`src/design/flipflop_map.vh`:
```
/*
  constants for the selectable storage element: mode codes and reset levels.
  assumes inclusion by the storage element files only.
*/
`ifndef FLIPFLOP_MAP_VH
`define FLIPFLOP_MAP_VH
`define MODE_D_TYPE     1'h0
`define MODE_RS_TYPE    1'h1
`define OUT_RESET_VAL   1'h0
`define CLK_RESET_VAL   1'h0
`define SYNC_STAGES     3
`endif

```
`src/design/selectable_d_or_rs_flipflop.v`:
```
/*
  selectable storage element: falling-edge D flip-flop or reset-priority
  reset/set latch, chosen per instance.
  assumes data, clock, set and reset arrive as outside bits (inputs, flags or
  timer bits) and are synchronised here; result drives one output bit.
*/
// Function
// - D mode copies data on falling clock
// - D mode holds while clock steady
// - RS mode reset high forces output low
// - RS mode set alone switches output on
// - both high legal, acts as reset
// - both low holds previous output
// - per-instance choice of D or RS type
// - inputs from bits, drives one bit
`timescale 1ns/10ps
`include "flipflop_map.vh"
module selectable_d_or_rs_flipflop (
  input  wire clock_in,
  input  wire rst_n_in,
  input  wire mode_rs_in,
  input  wire data_in,
  input  wire edge_clk_in,
  input  wire set_in,
  input  wire reset_in,
  output reg  state_out
);
  // operand positions in the synchroniser word
  localparam N_OPS     = 4;
  localparam IDX_DATA  = 0;
  localparam IDX_CLK   = 1;
  localparam IDX_SET   = 2;
  localparam IDX_RESET = 3;

  // edge tracker states: the last clock level that was seen
  localparam [0:0] CLK_SEEN_LOW  = 1'h0;
  localparam [0:0] CLK_SEEN_HIGH = 1'h1;

  // output actions shared by both types
  localparam [1:0] ACT_HOLD  = 2'h0;
  localparam [1:0] ACT_CLEAR = 2'h1;
  localparam [1:0] ACT_SET   = 2'h2;

  reg              rst_s1_r;
  reg              rst_s2_r;
  reg              mode_r;
  reg              prev_clk_r;
  reg              prev_clk_nxt;
  reg              clk_fall;
  reg  [1:0]       rs_act;
  reg  [1:0]       d_act;
  reg  [1:0]       act;
  reg              state_nxt;
  wire [N_OPS-1:0] clean_w;
  wire             rst_n_w;
  wire             data_w;
  wire             clk_w;
  wire             set_w;
  wire             reset_w;

  // reset/set decode; reset wins, both high is a plain reset
  function [1:0] rs_action;
    input rst_lvl;
    input set_lvl;
    begin
      case ({rst_lvl, set_lvl})
        2'h0:
          rs_action = ACT_HOLD;
        2'h1:
          rs_action = ACT_SET;
        2'h2:
          rs_action = ACT_CLEAR;
        2'h3:
          rs_action = ACT_CLEAR;
        default:
          rs_action = ACT_HOLD;
      endcase
    end
  endfunction

  // d-type decode; only a falling clock edge moves the output
  function [1:0] d_action;
    input fall;
    input data_lvl;
    begin
      case ({fall, data_lvl})
        2'h2:
          d_action = ACT_CLEAR;
        2'h3:
          d_action = ACT_SET;
        default:
          d_action = ACT_HOLD;
      endcase
    end
  endfunction

  function apply_action;
    input [1:0] action;
    input       held;
    begin
      case (action)
        ACT_CLEAR:
          apply_action = 1'h0;
        ACT_SET:
          apply_action = 1'h1;
        default:
          apply_action = held;
      endcase
    end
  endfunction

  // reset leaves through two flops so every register lets go on one edge
  always @(posedge clock_in or negedge rst_n_in)
  begin
    if (!rst_n_in)
    begin
      rst_s1_r <= 1'h0;
      rst_s2_r <= 1'h0;
    end
    else
    begin
      rst_s1_r <= 1'h1;
      rst_s2_r <= rst_s1_r;
    end
  end

  assign rst_n_w = rst_s2_r;

  // every operand is an outside bit
  input_sync #(
    .WIDTH (N_OPS)
  ) u_sync (
    .clock_in  (clock_in),
    .rst_n_in  (rst_n_w),
    .raw_in    ({reset_in, set_in, edge_clk_in, data_in}),
    .clean_out (clean_w)
  );

  assign data_w  = clean_w[IDX_DATA];
  assign clk_w   = clean_w[IDX_CLK];
  assign set_w   = clean_w[IDX_SET];
  assign reset_w = clean_w[IDX_RESET];

  // type is a static per-instance choice, taken as a level
  always @(posedge clock_in or negedge rst_n_w)
  begin
    if (!rst_n_w)
    begin
      mode_r <= `MODE_D_TYPE;
    end
    else
    begin
      mode_r <= mode_rs_in;
    end
  end

  // falling edge: high seen on the last cycle, low on this one
  always @*
  begin
    prev_clk_nxt = prev_clk_r;
    clk_fall     = 1'h0;
    case (prev_clk_r)
      CLK_SEEN_LOW:
      begin
        if (clk_w)
          prev_clk_nxt = CLK_SEEN_HIGH;
      end
      CLK_SEEN_HIGH:
      begin
        if (!clk_w)
        begin
          prev_clk_nxt = CLK_SEEN_LOW;
          clk_fall     = 1'h1;
        end
      end
      default:
      begin
        prev_clk_nxt = CLK_SEEN_LOW;
      end
    endcase
  end

  // both decodes run every cycle; the type picks which one acts
  always @*
  begin
    rs_act = rs_action(reset_w, set_w);
    d_act  = d_action(clk_fall, data_w);
    case (mode_r)
      `MODE_RS_TYPE:
        act = rs_act;
      `MODE_D_TYPE:
        act = d_act;
      default:
        act = ACT_HOLD;
    endcase
    state_nxt = apply_action(act, state_out);
  end

  always @(posedge clock_in or negedge rst_n_w)
  begin
    if (!rst_n_w)
    begin
      prev_clk_r <= `CLK_RESET_VAL;
    end
    else
    begin
      prev_clk_r <= prev_clk_nxt;
    end
  end

  always @(posedge clock_in or negedge rst_n_w)
  begin
    if (!rst_n_w)
    begin
      state_out <= `OUT_RESET_VAL;
    end
    else
    begin
      state_out <= state_nxt;
    end
  end
endmodule // selectable_d_or_rs_flipflop

```
`src/design/input_sync.v`:
```
/*
  three-stage synchroniser for a group of external bits; a change is passed
  on once the second and third stages agree.
  assumes one clock and the internal active-low reset copy.
*/
`timescale 1ns/10ps
module input_sync #(
  parameter WIDTH = 4
) (
  input  wire             clock_in,
  input  wire             rst_n_in,
  input  wire [WIDTH-1:0] raw_in,
  output reg  [WIDTH-1:0] clean_out
);
  reg [WIDTH-1:0] s1_r;
  reg [WIDTH-1:0] s2_r;
  reg [WIDTH-1:0] s3_r;
  genvar i;

  always @(posedge clock_in or negedge rst_n_in)
  begin
    if (!rst_n_in)
    begin
      s1_r <= {WIDTH{1'h0}};
      s2_r <= {WIDTH{1'h0}};
      s3_r <= {WIDTH{1'h0}};
    end
    else
    begin
      s1_r <= raw_in;
      s2_r <= s1_r;
      s3_r <= s2_r;
    end
  end

  generate
    for (i = 0; i < WIDTH; i = i + 1)
    begin : g_bit
      always @(posedge clock_in or negedge rst_n_in)
      begin
        if (!rst_n_in)
          clean_out[i] <= 1'h0;
        else if (s2_r[i] == s3_r[i])
          clean_out[i] <= s3_r[i];
      end
    end
  endgenerate
endmodule // input_sync

```
`config.mk`:
```
export PLATFORM = sky130hd
export DESIGN_NAME = selectable_d_or_rs_flipflop
export DESIGN_NICKNAME = d
export VERILOG_FILES = /design/src/design/selectable_d_or_rs_flipflop.v /design/src/design/input_sync.v
export VERILOG_INCLUDE_DIRS = /design/src /design/src/design
export SDC_FILE = /design/constraint.sdc
export NUM_CORES = 1
export LEC_CHECK = 0
export ABC_AREA = 1
export ABC_CLOCK_PERIOD_IN_PS = 850
export BUFFER_PORTS_ARGS = -buffer_cell sky130_fd_sc_hd__buf_4
export CELL_PAD_IN_SITES_DETAIL_PLACEMENT = 1
export CELL_PAD_IN_SITES_GLOBAL_PLACEMENT = 2
export CORE_MARGIN = 4
export CORE_UTILIZATION = 35
export CTS_CLUSTER_SIZE = 16
export DETAILED_ROUTE_END_ITERATION = 12
export PLACE_DENSITY = 0.72
export SLEW_MARGIN = 0
export SYNTH_ARGS = -nofsm -noshare
export SYNTH_HDL_FRONTEND = slang
export SYNTH_SLANG_ARGS = --single-unit
```
`constraint.sdc`:
```
create_clock -name clock_in -period 0.85 [get_ports clock_in]
set_clock_uncertainty 0.05 [all_clocks]
set_input_delay 0.085 -clock clock_in [delete_from_list [all_inputs] [get_ports clock_in]]
set_output_delay 0.085 -clock clock_in [all_outputs]
set_load 0.05 [all_outputs]
```
==> results.sh, run 1 <==
export IMPL_clk_pin_slew_worst_paths_ns=0.11
export IMPL_synth_area_leaders="dfrtp_1 80%, nand2_1 5.1%, nor2_1 4.0%, a21oi_1 3.0%, inv_1 2.8%"
export IMPL_ff2ff_setup_slack_ns=-0.35
export IMPL_synth_fa_ha_area_share_pct=1.90
export IMPL_rows=15
export IMPL_grt_util_met2_pct=15.3
export IMPL_met3_usage_pct=2.62
export IMPL_crit_type="register to register"
export IMPL_post_route_period_util_pct=141
export IMPL_port_buffers=7
export IMPL_drt_initial_drc_count=0
export IMPL_die_y_um=51.4
export IMPL_cts_inserted_buffers=3
export IMPL_core_area_sq_um=1760
export IMPL_dr_pass1_iters=1
export IMPL_max_freq_mhz=832
export IMPL_final_area_sq_um=910
export IMPL_crit_arrival_ns=1.36
export IMPL_drtAntennaViolNets=0
export IMPL_wl_per_cell_um=9.39
export IMPL_slew_viol_final=0
export IMPL_die_area_sq_um=2640
export IMPL_nNetsFinal=85
export IMPL_critPathRequiredTime_ns=1.00
export IMPL_grt_max_degree=15
export IMPL_grt_overflow_total=0
export IMPL_finalHoldViolations=0
export IMPL_setup_viol=3
export IMPL_synth_simple_gate_area_share_pct=10.6
export IMPL_irDropWorstVdd_v=0.000847
export IMPL_grt_busiest_layer="met2"
export IMPL_synth_seq_area_share_pct=79.7
export IMPL_end_kind="register"
export IMPL_clock_latency_ns=0.30
export IMPL_grt_util_met1_pct=10.4
export IMPL_yosysTopAreaCellShare_pct=79.7
export IMPL_root_buffer="clkbuf_4"
export IMPL_synth_seq_cells=21
export IMPL_antenna_found_initial=0
export IMPL_power_mw=1.83
export IMPL_min_path_type="primary input to asynchronous set/reset pin"
export IMPL_setup_ws_ns=-0.352
export IMPL_cts_buffer_depth=2
export IMPL_ys_types=10
export IMPL_maxCapViolations=0
export IMPL_io_pins=8
export IMPL_cts_sinks=21
export IMPL_worst_hold_slack_ns=0.0262
export IMPL_finalWirelength_um=948
export IMPL_yosysTopAreaCell="dfrtp_1"
export IMPL_grt_total_usage_pct=9.34
export IMPL_die_w_um=51.4
export IMPL_cts_tree="built"
export IMPL_cp_max_fo=2
export IMPL_drc_errors=0
export IMPL_rsz0062_at_grt="yes"
export IMPL_num_vias=424
export IMPL_status="finished, violations left"
export IMPL_dp_hpwl_um=685
export IMPL_muxShareOfSynthArea_pct=0
export IMPL_yosys_warnings=0
export IMPL_violations="setup timing"
export IMPL_vias_per_cell=4.20
export IMPL_syn2layout_area_growth_pct=38.0
export IMPL_power_density_nw_per_um2=2010
export IMPL_avgSynthCellArea_sq_um=12.7
export IMPL_synth_compound_area_share_pct=3.80
export IMPL_synth_top_family_by_area="simple AND/OR/NAND/NOR gates"
export IMPL_grt_pass1_wl_mm=1.78
export IMPL_post_dp_cell_area_sq_um=788
export IMPL_grt_pass1_vias=441
export IMPL_leakagePower_nw=0.444
export IMPL_synth_xor_area_share_pct=0
export IMPL_start_kind="register"
export IMPL_fin_crit_ns=1.20
export IMPL_syn_area_sq_um=659
export IMPL_h_tree_depth=1
export IMPL_fillCellCount=198
export IMPL_drive_above_1_share_pct=36.8
export IMPL_gp_congestion=0.661
export IMPL_initial_core_util_pct=37.4
export IMPL_n_antenna_cell=0
export IMPL_synth_cells=52
export IMPL_syn_num_nets=60
==> per-stage QoR <==
step | util, % | std cells | setup WS [ns] | setup TNS [ns]
final | 51.6 | 101 | -0.352 | -0.517
after global routing | 51.6 | 101 | -0.444 | -0.714
after CTS | 50.6 | 101 | -0.366 | -0.578
after detailed placement | 44.7 | 90 | -0.377 | -0.377
after global placement | 44.7 | 90 | -0.338 | -0.338
after floorplan | - | 52 | -0.291 | -0.291
==> critical path, cell delays in order, from the launching register on <==
cell     delay (ns)
dfrtp_1        0.40
inv_2          0.07
nand2_2        0.05
nand2_1        0.05
nand3_1        0.06
ha_1           0.29
nand2_1        0.07
o21ai_1        0.06
==> cell families after synthesis <==
group,after synthesis
buffers and inverters,6
adders and majority gates,1
and+or+nand+nor,18
AOI/OAI and AO/OA,5
DFF,21
other,1
==> placed cells by master (no fill, tap or decap) <==
cell type,n
clkbuf_4,3
o21ai_1,1
nand2_2,2
buf_4,12
nor2_2,1
inv_1,2
clkinv_2,1
conb_1,1
ha_1,1
buf_6,2
a21oi_1,1
dlygate4sd3_1,6
dfrtp_1,21
nand3_1,2
nor2_1,6
a21oi_2,3
inv_2,4
nand2_1,7
==> registers in the layout, indices dropped and copies added, names as in the netlist <==
| name | cells |
|---|---|
| mode_r | 1 |
| u_sync.s1_r | 4 |
| prev_clk_r | 1 |
| u_sync.clean_out | 4 |
| state_out | 1 |
| rst_n_w | 1 |
| rst_s1_r | 1 |
| u_sync.s3_r | 4 |
| u_sync.s2_r | 4 |
==> power by group <==
| part | switching (mW) | total, mW | internal [mW] |
|---|---|---|---|
| Combinational | 0.118 | 0.248 | 0.131 |
| Clock | 0.295 | 0.471 | 0.176 |
| Sequential | 0.0421 | 1.11 | 1.07 |
==> path summary, 6_finish.rpt <==
| check | from | end | cells after the start |
|---|---|---|---|
| max reg2reg | u_sync.clean_out[1] | state_out | 7 |
| min | rst_n_in | rst_s1_r | 2 |
| min in group clock_in | u_sync.s1_r[1] | u_sync.s2_r[1] | 0 |
| max in group asynchronous | rst_n_w | u_sync.clean_out[3] | 1 |
| min reg2reg | rst_n_w | u_sync.s1_r[1] | 1 |
| max | u_sync.clean_out[1] | state_out | 7 |
==> cells in the mapped netlist, drive strengths merged <==
master and n:
a21oi 4, conb 1, dfrtp 21, ha 1
inv 6, nand2 9, nand3 2, nor2 7
o21ai 1
==> repair_timing <==
item                                   CTS  global route
pin swaps                                5             6
gates resized for setup                  4             7
setup endpoints to repair                3             5
buffers inserted                         2             2
endpoints found under the hold margin    7             0
hold buffers                             6             0
==> per-layer routing <==
metal / vias to the layer above / wire [um]
met4: 0 / 26
met2: 7 / 505
met1: 210 / 385
met3: 2 / 31
met5: - / 0
li1: 205 / -
==> area by class of cell <==
class	instances	area, sq um	area share [%]
sequential	21	526	57.8
timing repair buffer	20	173	19.0
multi-input combinational	25	130	14.3
clock inverter	1	5.00	0.550
inverter	6	22.5	2.48
clock buffer	3	22.5	2.48
tap	25	31.3	3.44
(Power assumes the default switching activity.)
==> inputs of run 2 (changes only) <==
--- a/config.mk
+++ b/config.mk
@@ -20,3 +20,4 @@
 export SYNTH_ARGS = -nofsm -noshare
 export SYNTH_HDL_FRONTEND = slang
 export SYNTH_SLANG_ARGS = --single-unit
+export TNS_END_PERCENT = 10
==> results.sh, run 2 (synthesis gave the netlist of run 1 again) <==
export IMPL_path_cells="inv_2 > nand2_2 > nand2_1 > nand3_1 > ha_1 > nand2_1 > o21ai_1"
export IMPL_grt_overflow_total=0
export IMPL_antenna_found_initial=0
export IMPL_h_tree_depth=1
export IMPL_n_antenna_cell=0
export IMPL_critPathLaunch="u_sync.clean_out[1]"
export IMPL_layout_commonest_cell="dfrtp_1"
export IMPL_max_freq_mhz=832
export IMPL_setup_viol=3
export IMPL_cpMostUsedCell="nand2_1"
export IMPL_end_kind="register"
export IMPL_irDropWorstVdd_v=0.000848
export IMPL_fin_crit_ns=1.20
export IMPL_core_area_sq_um=1760
export IMPL_die_area_sq_um=2640
export IMPL_cp_slowest_cell="dfrtp_1"
export IMPL_status="finished, violations left"
export IMPL_dp_hpwl_um=685
export IMPL_grt_pass1_vias=441
export IMPL_min_path_type="primary input to asynchronous set/reset pin"
export IMPL_clk_pin_slew_worst_paths_ns=0.11
export IMPL_met2_length_um=507
export IMPL_post_route_period_util_pct=141
export IMPL_tns_ns=-0.517
export IMPL_wl_per_cell_um=9.31
export IMPL_num_vias=427
export IMPL_die_w_um=51.4
export IMPL_drt_met1_wl_um=375
export IMPL_routed_top_layer="met4"
export IMPL_syn2layout_area_growth_pct=38.0
export IMPL_vias_per_cell=4.23
export IMPL_io_pins=8
export IMPL_cts_inserted_buffers=3
export IMPL_slew_viol_final=0
export IMPL_gp_congestion=0.661
export IMPL_rsz0062_at_grt="yes"
export IMPL_root_buffer="clkbuf_4"
export IMPL_finalWirelength_um=940
export IMPL_multiInputGateArea_sq_um=130
export IMPL_cp_slowest_stage_delay_ns=0.40
export IMPL_setup_ws_ns=-0.352
export IMPL_grt_max_degree=15
export IMPL_leakagePower_nw=0.445
export IMPL_clock_latency_ns=0.30
export IMPL_final_cell_mix="21 x dfrtp_1, 12 x buf_4, 7 x nand2_1"
export IMPL_grt_pass1_wl_mm=1.78
export IMPL_crit_type="register to register"
export IMPL_nNetsFinal=85
export IMPL_drt_initial_drc_count=0
export IMPL_fin_util_pct=51.6
export IMPL_violations="setup timing"
export IMPL_r2r_start="u_sync.clean_out[1]"
export IMPL_cp_max_fo=2
export IMPL_grt_total_usage_pct=9.34
export IMPL_cts_buffer_depth=2
export IMPL_maxCapViolations=0
export IMPL_fillCellCount=199
export IMPL_port_buffers=7
export IMPL_rows=15
export IMPL_cts_tree="built"
export IMPL_drive_above_1_share_pct=36.8
export IMPL_power_density_nw_per_um2=2010
export IMPL_initial_core_util_pct=37.4
export IMPL_drc_errors=0
export IMPL_start_kind="register"
export IMPL_drtAntennaViolNets=0
export IMPL_regArea_sq_um=526
export IMPL_critPathRequiredTime_ns=1.00
export IMPL_cts_sinks=21
export IMPL_dr_pass1_iters=1
export IMPL_finalHoldViolations=0
export IMPL_crit_arrival_ns=1.36
export IMPL_met3WireLength_um=31
export IMPL_die_y_um=51.4
-- run 2: per-stage QoR --
| step | instances | cell area [sq um] | setup WS [ns] | total power [mW] | hold slack [ns] |
|---|---|---|---|---|---|
| 2_1_floorplan | 52 | 659 | -0.291 | 1.22 | -0.261 |
| 3_3_place_gp | 90 | 788 | -0.338 | 1.32 | -0.181 |
| 3_5_place_dp | 90 | 788 | -0.377 | 1.32 | -0.181 |
| 4_1_cts | 101 | 893 | -0.366 | 1.84 | 0.0260 |
| 5_1_grt | 101 | 910 | -0.444 | 1.94 | 0.0292 |
| 6_report | 101 | 910 | -0.352 | 1.83 | 0.0259 |
-- run 2: critical path: cells and delay by family, from the launching register on --
kind,cells,cell delay (ns)
flip-flops,1,0.40
adder cells (fa/ha/maj),1,0.29
AND/OR/NAND/NOR,4,0.23
buffers and inverters,1,0.07
AO/OA/AOI/OAI,1,0.06
-- run 2: repair_timing --
item,CTS,global route
hold endpoints to repair,7,0
setup endpoints to repair,3,5
setup buffers,1,0
resized for setup,4,7
hold buffers,6,0
pin swaps,3,4
-- run 2: final timing paths --
path / endpoint / slack, ns / depth (start not counted)
worst max-delay path: state_out / -0.35 / 7
worst min-delay path: rst_s1_r / 0.03 / 2
worst max register to register: state_out / -0.35 / 7
worst min register to register: u_sync.s1_r[1] / 0.11 / 1
max in group asynchronous: u_sync.clean_out[3] / 0.44 / 1
min in group clock_in: u_sync.s2_r[1] / 0.31 / 0
-- run 2: where the power goes --
part | internal [mW] | leakage, nW | switching (mW)
clock | 0.176 | 0.0177 | 0.296
combinational | 0.130 | 0.178 | 0.117
sequential | 1.07 | 0.249 | 0.0426
-- run 2: layer usage --
layer	global-route usage [%]	up-vias
met2	15.3	7
li1	-	205
met5	0	-
met4	6.55	0
met1	10.4	213
met3	2.62	2
-- run 2: layout make-up --
cell class                 count  area share, %
sequential                    21           57.8
multi-input combinational     25           14.3
clock inverter                 1          0.550
timing repair buffer          20           19.0
tap                           25           3.44
clock buffer                   3           2.48
inverter                       6           2.48
